## config.mk

```make
export PLATFORM = sky130hd
export DESIGN_NAME = stm_timer
export DESIGN_NICKNAME = d
export VERILOG_FILES = /design/src/common/stm_pkg.sv /design/src/common/stm_tick_if.sv /design/src/verilog/stm_timer.sv /design/src/verilog/stm_tick_div.sv
export VERILOG_INCLUDE_DIRS = /design/src /design/src/common
export SDC_FILE = /design/constraint.sdc
export NUM_CORES = 1
export LEC_CHECK = 0
export ABC_AREA = 1
export BUFFER_PORTS_ARGS = -buffer_cell sky130_fd_sc_hd__clkbuf_2
export CAP_MARGIN = 25
export CORE_MARGIN = 2
export CORE_UTILIZATION = 60
export CTS_CLUSTER_SIZE = 30
export DETAILED_ROUTE_END_ITERATION = 12
export GPL_TIMING_DRIVEN = 0
export PLACE_DENSITY = 0.85
export SYNTH_ARGS = -nofsm -noshare
export SYNTH_HDL_FRONTEND = slang
export SYNTH_SLANG_ARGS = --single-unit
```

## constraint.sdc

```tcl
create_clock -name clk -period 6.9 [get_ports clk]
set_clock_uncertainty 0.2 [all_clocks]
set_input_delay 1.035 -clock clk [delete_from_list [all_inputs] [get_ports clk]]
set_output_delay 1.035 -clock clk [all_outputs]
set_load 0.1 [all_outputs]
```

## src/common/stm_map.svh

```systemverilog
// register offsets, field positions and reset values of the standard timer
// assumes a plain byte-wide register port with word-free byte offsets
`ifndef STM_MAP_SVH
`define STM_MAP_SVH
`define STM_OFF_CTRL0 4'h0
`define STM_OFF_CTRL1 4'h1
`define STM_OFF_CNT_LO 4'h2
`define STM_OFF_CNT_HI 4'h3
`define STM_OFF_CMPA_LO 4'h4
`define STM_OFF_CMPA_HI 4'h5
`define STM_OFF_FLAGS 4'h6
`define STM_OFF_TICK 4'h7
`define STM_CTRL0_ENABLE 3
`define STM_CTRL1_CCLR 0
`define STM_CTRL1_SWAP 1
`define STM_CTRL1_POL 2
`define STM_CTRL1_OC 3
`define STM_FLAG_A 0
`define STM_FLAG_P 1
`define STM_RESET_BYTE 8'h00
`define STM_TICK_DIV_RESET 8'h00
`define STM_PERIOD_STEP 11'h080
`endif

```

## src/common/stm_pkg.sv

```systemverilog
// types shared by the standard timer modules
// assumes the map header for all numeric constants
package stm_pkg;
   typedef enum logic [1:0] {
      STM_MODE_COMPARE = 2'h0,
      STM_MODE_CAPTURE = 2'h1,
      STM_MODE_PWM = 2'h2,
      STM_MODE_TIMER = 2'h3
   } stm_mode_t;
   typedef enum logic [1:0] {
      STM_FN_HOLD = 2'h0,
      STM_FN_LOW = 2'h1,
      STM_FN_HIGH = 2'h2,
      STM_FN_TOGGLE = 2'h3
   } stm_fn_t;
   typedef enum logic [2:0] {
      STM_RUN_IDLE = 3'b001,
      STM_RUN_START = 3'b010,
      STM_RUN_COUNT = 3'b100
   } stm_run_t;
endpackage : stm_pkg

```

## src/common/stm_tick_if.sv

```systemverilog
// timer clock enable carried from the divider to the timer core
// assumes one clock domain
interface stm_tick_if;
   logic [7:0] divide;
   logic tick;
   modport source (input divide, output tick);
   modport sink (output divide, input tick);
endinterface : stm_tick_if

```

## src/verilog/stm_timer.sv

```systemverilog
// standard 10-bit timer: compare match output, timer/counter and pwm modes
// assumes a byte register port with read data one cycle after the strobe
// Operation
// - counter high byte reads bits nine, eight
// - compare A low byte read/write, resets zero
// - compare A high byte holds bits nine, eight
// - mode 00 selects compare match output
// - clear-select low: clear on P/overflow, both flags
// - clear-select high: clear on A, A flag
// - compare mode: only A match moves pin
// - A match drives high, low, toggle, none
// - function 00 hold, 01 low, 10 high, 11 toggle
// - enable rising edge loads initial pin level
// - mode 11 behaves like compare, pin unused
// - mode 10 pwm, clear-select ignored
// - one comparator sets period, other duty
// - swap zero: P period, A duty
// - P period is 128 times code, zero 1024
// - P compares counter top three bits
// - pwm sets A and P flags separately
// - output control sets active level, function forces
// - polarity bit inverts pwm output
// - duty at or above period gives 100%
`include "stm_map.svh"
module stm_timer
   import stm_pkg::*;
#(
   parameter int CNT_WIDTH = 10
)
(
   input wire logic clk,
   input wire logic rst,
   input wire logic [3:0] regAddr,
   input wire logic [7:0] regWdata,
   input wire logic regWrite,
   input wire logic regRead,
   output logic [7:0] regRdata,
   output logic pinOut,
   output logic pinOe,
   output logic compareAFlag,
   output logic compareBothFlag
);
   localparam logic [CNT_WIDTH-1:0] CNT_MAX = '1;

   // period in counts for a 3-bit period code, code zero the full 1024 range
   function automatic logic [CNT_WIDTH:0] period_len(input logic [2:0] code);
      logic [CNT_WIDTH:0] len;
      len = (code == 3'h0) ? (CNT_WIDTH + 1)'(1 << CNT_WIDTH)
         : (CNT_WIDTH + 1)'(code) * (CNT_WIDTH + 1)'(`STM_PERIOD_STEP);
      return len;
   endfunction : period_len

   // period comparator looks only at the three top counter bits
   function automatic logic period_hit(input logic [CNT_WIDTH-1:0] value,
      input logic [2:0] code);
      return (code != 3'h0) && (value[CNT_WIDTH-1:CNT_WIDTH-3] == code);
   endfunction : period_hit

   // timer clock enable from the divider
   stm_tick_if tk ();

   stm_tick_div u_div (
      .clk (clk),
      .rst (rst),
      .tk (tk.source)
   );

   // software registers
   logic [7:0] ctrl0;
   logic [7:0] ctrl1;
   logic [9:0] compare_a_value;
   logic [7:0] tickDiv;
   logic [1:0] flags;
   logic [7:0] next_ctrl0;
   logic [7:0] next_ctrl1;
   logic [9:0] next_compare_a_value;
   logic [7:0] next_tickDiv;
   logic [1:0] next_flags;
   logic [7:0] next_regRdata;
   // timer state
   stm_run_t runState;
   stm_run_t next_runState;
   logic [CNT_WIDTH-1:0] counter;
   logic [CNT_WIDTH-1:0] next_counter;
   logic pinLevel;
   logic next_pinLevel;
   logic pinOutReg;
   logic next_pinOut;
   logic pinOeReg;
   logic next_pinOe;
   // decoded fields
   stm_mode_t mode;
   stm_fn_t fn;
   logic timer_enable;
   logic [2:0] period_compare_value;
   logic counter_clear_select;
   logic period_duty_swap;
   logic output_polarity;
   logic output_initial_level;
   logic matchA;
   logic matchP;
   logic overflow;
   logic stepping;
   logic [CNT_WIDTH-1:0] counterInc;
   logic clearCnt;
   logic setA;
   logic setP;
   logic [CNT_WIDTH:0] periodLen;
   logic [CNT_WIDTH:0] dutyLen;
   logic pwmActive;
   logic pwmLevel;

   // control fields decoded from the registers
   assign mode = stm_mode_t'(ctrl1[7:6]);
   assign fn = stm_fn_t'(ctrl1[5:4]);
   assign timer_enable = ctrl0[`STM_CTRL0_ENABLE];
   assign period_compare_value = ctrl0[2:0];
   assign counter_clear_select = ctrl1[`STM_CTRL1_CCLR];
   assign period_duty_swap = ctrl1[`STM_CTRL1_SWAP];
   assign output_polarity = ctrl1[`STM_CTRL1_POL];
   assign output_initial_level = ctrl1[`STM_CTRL1_OC];
   assign tk.divide = tickDiv;

   // counting step and the count one tick ahead
   always_comb
   begin
      stepping = tk.tick && (runState == STM_RUN_COUNT);
      counterInc = counter + CNT_WIDTH'(1);
   end

   // comparator events on the counting tick; the period match looks one
   // count ahead so a period lasts 128 times the code, not one tick more
   always_comb
   begin
      matchA = stepping && (counter == CNT_WIDTH'(compare_a_value));
      matchP = stepping && period_hit(counterInc, period_compare_value);
      overflow = stepping && (counter == CNT_MAX) && (period_compare_value == 3'h0);
      clearCnt = 1'b0;
      setA = 1'b0;
      setP = 1'b0;
      case (mode)
         STM_MODE_COMPARE, STM_MODE_TIMER:
         begin
            setA = matchA;
            if (counter_clear_select)
            begin
               clearCnt = matchA;
            end
            else
            begin
               clearCnt = matchP || overflow;
               setP = matchP || overflow;
            end
         end
         STM_MODE_PWM:
         begin
            setA = matchA;
            setP = matchP || overflow;
            clearCnt = period_duty_swap ? matchA : (matchP || overflow);
         end
         default:
         begin
            clearCnt = 1'b0;
         end
      endcase
   end

   // pwm period and duty from the swap bit
   always_comb
   begin
      if (!period_duty_swap)
      begin
         periodLen = period_len(period_compare_value);
         dutyLen = (CNT_WIDTH + 1)'(compare_a_value);
      end
      else
      begin
         periodLen = (CNT_WIDTH + 1)'(compare_a_value) + (CNT_WIDTH + 1)'(1);
         dutyLen = period_len(period_compare_value);
      end
      pwmActive = ((CNT_WIDTH + 1)'(counter) < dutyLen)
         || (dutyLen >= periodLen);
      pwmLevel = pwmActive ? output_initial_level : !output_initial_level;
   end

   // counter, run state and pin level
   always_comb
   begin
      next_runState = runState;
      next_counter = counter;
      next_pinLevel = pinLevel;
      case (runState)
         STM_RUN_IDLE:
         begin
            if (timer_enable)
            begin
               next_runState = STM_RUN_START;
            end
         end
         STM_RUN_START:
         begin
            next_counter = '0;
            next_pinLevel = output_initial_level;
            next_runState = timer_enable ? STM_RUN_COUNT : STM_RUN_IDLE;
         end
         STM_RUN_COUNT:
         begin
            if (!timer_enable)
            begin
               next_runState = STM_RUN_IDLE;
            end
            else if (tk.tick)
            begin
               next_counter = clearCnt ? '0 : counterInc;
            end
         end
         default:
         begin
            next_runState = STM_RUN_IDLE;
         end
      endcase
      if (mode == STM_MODE_COMPARE && setA)
      begin
         case (fn)
            STM_FN_LOW: next_pinLevel = 1'b0;
            STM_FN_HIGH: next_pinLevel = 1'b1;
            STM_FN_TOGGLE: next_pinLevel = !pinLevel;
            default: next_pinLevel = pinLevel;
         endcase
      end
   end

   // pin drive per mode
   always_comb
   begin
      next_pinOe = 1'b0;
      next_pinOut = 1'b0;
      case (mode)
         STM_MODE_COMPARE:
         begin
            next_pinOe = 1'b1;
            next_pinOut = pinLevel ^ output_polarity;
         end
         STM_MODE_PWM:
         begin
            next_pinOe = 1'b1;
            case (fn)
               STM_FN_HOLD: next_pinOut = !output_initial_level;
               STM_FN_LOW: next_pinOut = output_initial_level;
               default: next_pinOut = timer_enable ? pwmLevel : !output_initial_level;
            endcase
            next_pinOut = next_pinOut ^ output_polarity;
         end
         default:
         begin
            next_pinOe = 1'b0;
         end
      endcase
   end

   // register writes and flag updates, set wins over clear
   always_comb
   begin
      next_ctrl0 = ctrl0;
      next_ctrl1 = ctrl1;
      next_compare_a_value = compare_a_value;
      next_tickDiv = tickDiv;
      next_flags = flags;
      next_regRdata = 8'h00;
      if (regWrite)
      begin
         case (regAddr)
            `STM_OFF_CTRL0: next_ctrl0 = regWdata;
            `STM_OFF_CTRL1: next_ctrl1 = regWdata;
            `STM_OFF_CMPA_LO: next_compare_a_value[7:0] = regWdata;
            `STM_OFF_CMPA_HI: next_compare_a_value[9:8] = regWdata[1:0];
            `STM_OFF_FLAGS: next_flags = flags & ~regWdata[1:0];
            `STM_OFF_TICK: next_tickDiv = regWdata;
            default: next_flags = next_flags;
         endcase
      end
      if (setA)
      begin
         next_flags[`STM_FLAG_A] = 1'b1;
      end
      if (setP)
      begin
         next_flags[`STM_FLAG_P] = 1'b1;
      end
      if (regRead)
      begin
         case (regAddr)
            `STM_OFF_CTRL0: next_regRdata = ctrl0;
            `STM_OFF_CTRL1: next_regRdata = ctrl1;
            `STM_OFF_CNT_LO: next_regRdata = counter[7:0];
            `STM_OFF_CNT_HI: next_regRdata = {6'h00, counter[9:8]};
            `STM_OFF_CMPA_LO: next_regRdata = compare_a_value[7:0];
            `STM_OFF_CMPA_HI: next_regRdata = {6'h00, compare_a_value[9:8]};
            `STM_OFF_FLAGS: next_regRdata = {6'h00, flags};
            `STM_OFF_TICK: next_regRdata = tickDiv;
            default: next_regRdata = 8'h00;
         endcase
      end
   end

   // register all state
   always_ff @(posedge clk)
   begin
      if (rst)
      begin
         ctrl0 <= `STM_RESET_BYTE;
         ctrl1 <= `STM_RESET_BYTE;
         compare_a_value <= 10'h000;
         tickDiv <= `STM_TICK_DIV_RESET;
         flags <= 2'h0;
         regRdata <= 8'h00;
         runState <= STM_RUN_IDLE;
         counter <= '0;
         pinLevel <= 1'b0;
         pinOutReg <= 1'b0;
         pinOeReg <= 1'b0;
      end
      else
      begin
         ctrl0 <= next_ctrl0;
         ctrl1 <= next_ctrl1;
         compare_a_value <= next_compare_a_value;
         tickDiv <= next_tickDiv;
         flags <= next_flags;
         regRdata <= next_regRdata;
         runState <= next_runState;
         counter <= next_counter;
         pinLevel <= next_pinLevel;
         pinOutReg <= next_pinOut;
         pinOeReg <= next_pinOe;
      end
   end

   // outputs straight from their flip-flops
   assign pinOut = pinOutReg;
   assign pinOe = pinOeReg;
   assign compareAFlag = flags[`STM_FLAG_A];
   assign compareBothFlag = flags[`STM_FLAG_P];
endmodule : stm_timer

```

## src/verilog/stm_tick_div.sv

```systemverilog
// one-cycle timer clock enable, one pulse every divide+1 system clocks
// assumes synchronous active-high reset on clk
`include "stm_map.svh"
module stm_tick_div
   import stm_pkg::*;
(
   input wire logic clk,
   input wire logic rst,
   stm_tick_if.source tk
);
   logic [7:0] count;
   logic [7:0] next_count;
   logic tick;
   logic next_tick;

   // count down to zero then reload
   always_comb
   begin
      next_tick = (count == 8'h00);
      next_count = next_tick ? tk.divide : count - 8'h01;
   end

   // register divider state
   always_ff @(posedge clk)
   begin
      if (rst)
      begin
         count <= `STM_TICK_DIV_RESET;
         tick <= 1'b0;
      end
      else
      begin
         count <= next_count;
         tick <= next_tick;
      end
   end

   assign tk.tick = tick;
endmodule : stm_tick_div

```

After elaboration in Yosys (flattened, before gate mapping). Cells that the tools add are included.

Add/sub/neg operators: 3. Multiply operators: 0. Div/mod/pow operators: 0. Magnitude comparators: 2. Equal/unequal tests: 23. Shift-type cells: 0. Multiplexer cells: 32. Bitwise logic cells: 5. Reduce and logical (&&, ||, !) cells: 37.

Operators with widths (count): $pmux W8 S8 (1); $mux W11 (3); $mux W10 (3); $pmux W10 S2 (1); $reduce_and A2 Y1 (9); $eq A4 B3 Y1 const B (4); $mux W1 (12); $reduce_bool A2 Y1 (6); $add A10 B1 Y11 const B (1); $ge A11 B11 Y1 (1); $lt A10 B11 Y1 (1); $add A10 B1 Y10 const B (1); $eq A10 B10 Y1 (1); $eq A10 B10 Y1 const B (1); $mux W3 (3); $pmux W3 S3 (1); $eq A2 B2 Y1 const B (4); $eq A4 B2 Y1 const B (2); $logic_not A8 Y1 (1); $mux W8 (1); $pmux W1 S2 (4); $sub A8 B1 Y8 const B (1); $logic_and A1 B1 Y1 (7); $ne A2 B2 Y1 const B (3); other kinds (23) (30).

Register bits: 69. Latch bits: 0. Bits in writable memories: 0. Memory bits (read-only): 0. Bits of input ports: 16. Output and inout bits: 12. Memories: 0.

Depth between registers and ports, before layout.
Word-level depth: 11. Depth in mapped cells: 21. Depth with buffers taken out: 20.

Hierarchy. From an unflattened synthesis, not the netlist that was laid out.

Cell total of the unflattened synthesis: 637. Area, all modules: 4247.8 um^2.

By module, submodules not included: stm_timer (times used 1, cells each 561, area an instance 3714.8 um^2, sequential area each 1201.2 um^2); stm_tick_div (times used 1, cells each 76, area an instance 533.0 um^2, sequential area each 180.2 um^2).

Least setup slack after synthesis. No wires, ideal clock.

Path type: flip-flop to flip-flop. From: register compare_a_value[0]. To: register pinOutReg, in the netlist pinOut. Data arrival time: 2.295 ns. Data required time: 6.584 ns. Slack: 4.288 ns. Cell stages (with the launch flop): 21. Buffers on the path: 0. Clock period less this slack: 2.612 ns. Cells stage by stage: dfxtp_1 > ha_1 > nand3_1 > nor2_2 > nand3_1 > nor2_1 > inv_1 > a31oi_1 > ha_1 > a21oi_1 > nor2_1 > o21ai_0 > nand2_1 > a21oi_1 > nand2_1 > nand2_1 > nand2_1 > nand2_1 > nand3_1 > nand3_1 > a21oi_1.

Longest elaborated chain between the ends: 10. Elaborated cells between the ends (all ways): 12.

RTL lines: start, declared (line stm_timer.sv:71) `logic [9:0] compare_a_value;`; start signal, assigned (line stm_timer.sv:327) `compare_a_value <= next_compare_a_value;`; $add A10 B1 Y11 (line stm_timer.sv:178) `periodLen = (CNT_WIDTH + 1)'(compare_a_value) + (CNT_WIDTH + 1)'(1);`; $mux W11 (line stm_timer.sv:171) `if (!period_duty_swap)`; $ge A11 B11 Y1 (line stm_timer.sv:182) `|| (dutyLen >= periodLen);`; $logic_or A1 B1 Y1 (*) (line stm_timer.sv:182); $mux W1 (*) (line stm_timer.sv:183) `pwmLevel = pwmActive ? output_initial_level : !output_initial_level;`; $mux W1 (*) (line stm_timer.sv:250) `default: next_pinOut = timer_enable ? pwmLevel : !output_initial_level;`; $pmux W1 S2 (*) (line stm_timer.sv:247) `case (fn)`; $mux W1 (*) (line stm_timer.sv:238) `case (mode)`; $xor A1 B1 Y1 (*) (line stm_timer.sv:252) `next_pinOut = next_pinOut ^ output_polarity;`; $pmux W1 S2 (*) (line stm_timer.sv:238); end signal, assigned (line stm_timer.sv:334) `pinOutReg <= next_pinOut;`; end, declared (line stm_timer.sv:87) `logic pinOutReg;`.

Mark *: on every way between the ends. The rest lies on a longest branch, timed or not. The select of a mux whose other input is x is not followed. A chain may end at the register's enable or synchronous reset.

Worst setup path in the final report.
From: register compare_a_value[1]. To: register pinOutReg, in the netlist pinOut.

The elaborated chain is that of the path after synthesis.

==> summary.md <==
| Metric | Value |
|---|---|
| Prevailing post-synth register cell | `dfxtp_1` |
| RSZ-0062 raised after global routing | `false` |
| Worst-path clk slew | `about 0.08 ns` |
| DP Area | `4501 µm²` |
| Vias | `roughly 4.2k` |
| Ports | `28` |
| Final min period | `3.161 ns` |
| Die Ht | `88.17 µm` |
| Die width | `88.17 µm` |
| Worst EP required | `just under 7 ns` |
| Lkg Pwr | `0.001892 µW` |
| Most frequent cell after synthesis | `nand2_1` |
| Synth top cells by count | `98 x nand2_1, 74 x inv_1, 69 x dfxtp_1, 58 x a21oi_1, 48 x o21ai_0` |
| Initial antenna violation count | `0` |
| Hold buffers post-CTS | `0` |
| Critical path class | `reg2reg` |
| Final hold slack | `around 0.24 ns` |
| Run status | `finished clean` |
| Post-CTS Setup Repair Bufs | `0` |
| Max IR drop VDD | `0.2097 mV` |
| Post-Layout Inst Area | `4676 µm²` |
| Worst-Skew Late Latency | `0.35 ns` |
| Final Hold Viols | `0` |
| Initial Utilization | `62.22%` |
| I/O Buffers | `26` |
| First-pass GRT wire length | `18.66 mm` |
| Setup Viol. Count Final | `0` |
| Cts repair resizes | `0` |
| Post-synth ARST share | `0%` |
| Gpl congestion | `between 0.9 and 1` |
| H-tree levels | `3` |
| Max Cap Viol | `0` |
| Root buf cell | `clkbuf_8` |
| Setup TNS Final | `0 ns` |
| Synthesized net count | `632` |
| Number of CTS-inserted buffers | `9` |
| Slew Limit Fails | `0` |
| Layout fillers | `621` |
| Worst Tran Pin Value | `0.6174 ns` |
| Die Area | `7773 µm²` |
| Top cells by area, synth | `dfxtp_1 32%, nand2_1 8.7%, a21oi_1 6.8%` |
| Final antenna-violating net count | `0` |
| CTS tree | `yes` |
| Share of cells above drive strength 1 | `15.88%` |
| Pwr per Cell Area | `193.8 nW/µm²` |
| Vias in the first global route | `3,767` |
| Hold Crit Class | `reg2reg` |
| Row cnt | `30` |
| Mapped Area | `~4300 µm²` |
| Worst slew margin | `about three fifths` |
| Initial DRT Pass Iterations | `6` |
| Ant. Diodes | `0` |
| Worst EP arrival | `around 3.2 ns` |
| Syn Area/Cell | `7.155 µm²` |
| Vias/cell | `5.727` |
| Synthesized flop and latch total | `69` |
| Bufs on Longest Clock Path | `2` |
| Final worst path period share | `45.81%` |
| Critical Path Start Type | `flop` |
| Synth area leader | `dfxtp_1` |
| Core footprint | `6832 µm²` |
| GRT Total Usage | `31.84%` |
| Final core occ | `68.44%` |
| Routed WL | `11.87 mm` |
| Crit end category | `flop` |
| Grt ovf | `0` |
| Post-synth top area share | `about a third` |
| Final nets | `about 670` |
| Fmax | `0.3163 GHz` |
| Post-synth EDFFs | `0` |
| CP Max Fanout | `6` |
| Area growth, synth to finish | `10.01%` |
| Sink Count | `69` |
| WL per Instance | `16.22 µm` |
| Synth unique cells | `51` |
| Largest net degree at the start of global routing | `14` |
| DRC errors left | `0` |
| Post-detail-place hpwl | `9.162 mm` |
| Iter 0 DRT Violations | `between 400 and 500` |
| Warnings, synthesis | `0` |
| Sequential area share after synthesis | `between 30% and 40%` |
| Syn Inst Count | `594` |
==> layout by cell type, fill, tap and decap left out, types with 2 or more instances in the layout <==
cell       n
nand2_1   98
inv_1     74
dfxtp_1   69
a21oi_1   58
o21ai_0   48
nor2_1    47
nand3_1   29
clkbuf_2  26
ha_1      22
nand2_2   13
xnor2_1   12
clkbuf_1  11
a21oi_2   11
clkbuf_8  10
o22ai_1   10
xor2_1     9
nand4_1    8
o21ai_1    8
a31oi_1    7
inv_2      6
buf_6      6
a211oi_1   4
a221oi_1   4
buf_2      3
nor2_2     3
or2_2      3
clkinv_2   3
buf_1      2
nor2_4     2
nand3_2    2
clkinv_1   2
clkinv_4   2
==> area by class of cell <==
type,count,area (µm²),share of cell area (%)
buffer,25,160.2,3.425
clock buffer,9,123.9,2.649
clock inverter,7,51.30,1.097
inverter,82,307.8,6.583
multi-input combinational,418,2401,51.35
sequential,69,1381,29.54
tap,96,120.1,2.569
timing repair buffer,26,130.1,2.783
==> layer usage <==
layer | share of wire (%) | up-vias | track usage, % | wire, µm
met5 | 0 | - | 0 | 0
met4 | 2.1 | 0 | 10.74 | 255
met3 | 6.2 | 30 | 4.336 | 731
met2 | 47 | 163 | 52.90 | 5618
met1 | 44 | 1954 | 42.62 | 5263
li1 | - | 2045 | - | -
==> worst max-delay path, cell delays in order (launching register included) <==
cell and delay, ns:
dfxtp_1 0.50, ha_1 0.27, nand3_1 0.11, nor2_2 0.14, nand3_1 0.15, nor2_1 0.13
inv_1 0.06, a31oi_1 0.13, ha_1 0.26, a21oi_1 0.15, nor2_1 0.05, o21ai_0 0.15
nand2_1 0.07, a21oi_1 0.12, nand2_1 0.12, nand2_1 0.12, nand2_1 0.08, nand2_1 0.07
nand3_1 0.06, nand3_1 0.07, a21oi_1 0.06
==> final timing paths <==
path / slack, ns / endpoint / cells past startpoint / from
worst max-delay path: 3.74 / pinOut$_SDFF_PP0_ / 20 / compare_a_value[1]$_SDFFE_PP0P_
worst min-delay path: 0.24 / u_div.count[0]$_SDFF_PP0_ / 1 / u_div.count[0]$_SDFF_PP0_
worst max register to register: 3.74 / pinOut$_SDFF_PP0_ / 20 / compare_a_value[1]$_SDFFE_PP0P_
worst min register to register: 0.24 / u_div.count[0]$_SDFF_PP0_ / 1 / u_div.count[0]$_SDFF_PP0_
==> cells by family (layout without fill, tap and decap cells) <==
family	count (synthesis)	after routing	share of synthesized area (%)
adder cells (fa/ha/maj)	22	22	6.476
flip-flops	69	69	32.50
AO/OA/AOI/OAI	158	158	21.40
buffers and inverters	107	149	11.01
XOR/XNOR	22	22	4.857
AND/OR/NAND/NOR	216	216	23.76
==> sequential cells by signal (all words and copies together) (netlist names) <==
| signal | flops |
|---|---|
| counter | 10 |
| compare_a_value | 10 |
| pinOe | 1 |
| u_div.tk.tick | 1 |
| regRdata | 8 |
| u_div.count | 8 |
| ctrl0 | 8 |
| runState | 3 |
| ctrl1 | 8 |
| pinOut | 1 |
| pinLevel | 1 |
| flags | 2 |
| tickDiv | 8 |
==> through the flow <==
| step | total power [µW] | cells | setup WS [ns] |
|---|---|---|---|
| floorplan | 570.4 | 594 | 4.288 |
| global placement | 610.8 | 716 | 3.859 |
| detailed placement | 618.7 | 716 | 3.790 |
| CTS | 907.2 | 732 | 3.772 |
| global route | 953.3 | 732 | 3.489 |
| finish | 906.2 | 732 | 3.739 |
==> power by group <==
group	leakage, µW	switching, µW	internal (µW)
clock	0.0000909	163	132
sequential	0.000559	15.1	423
combinational	0.00124	116	57.8
total	0.00189	294	612
Power figures use the tool's default switching activity.
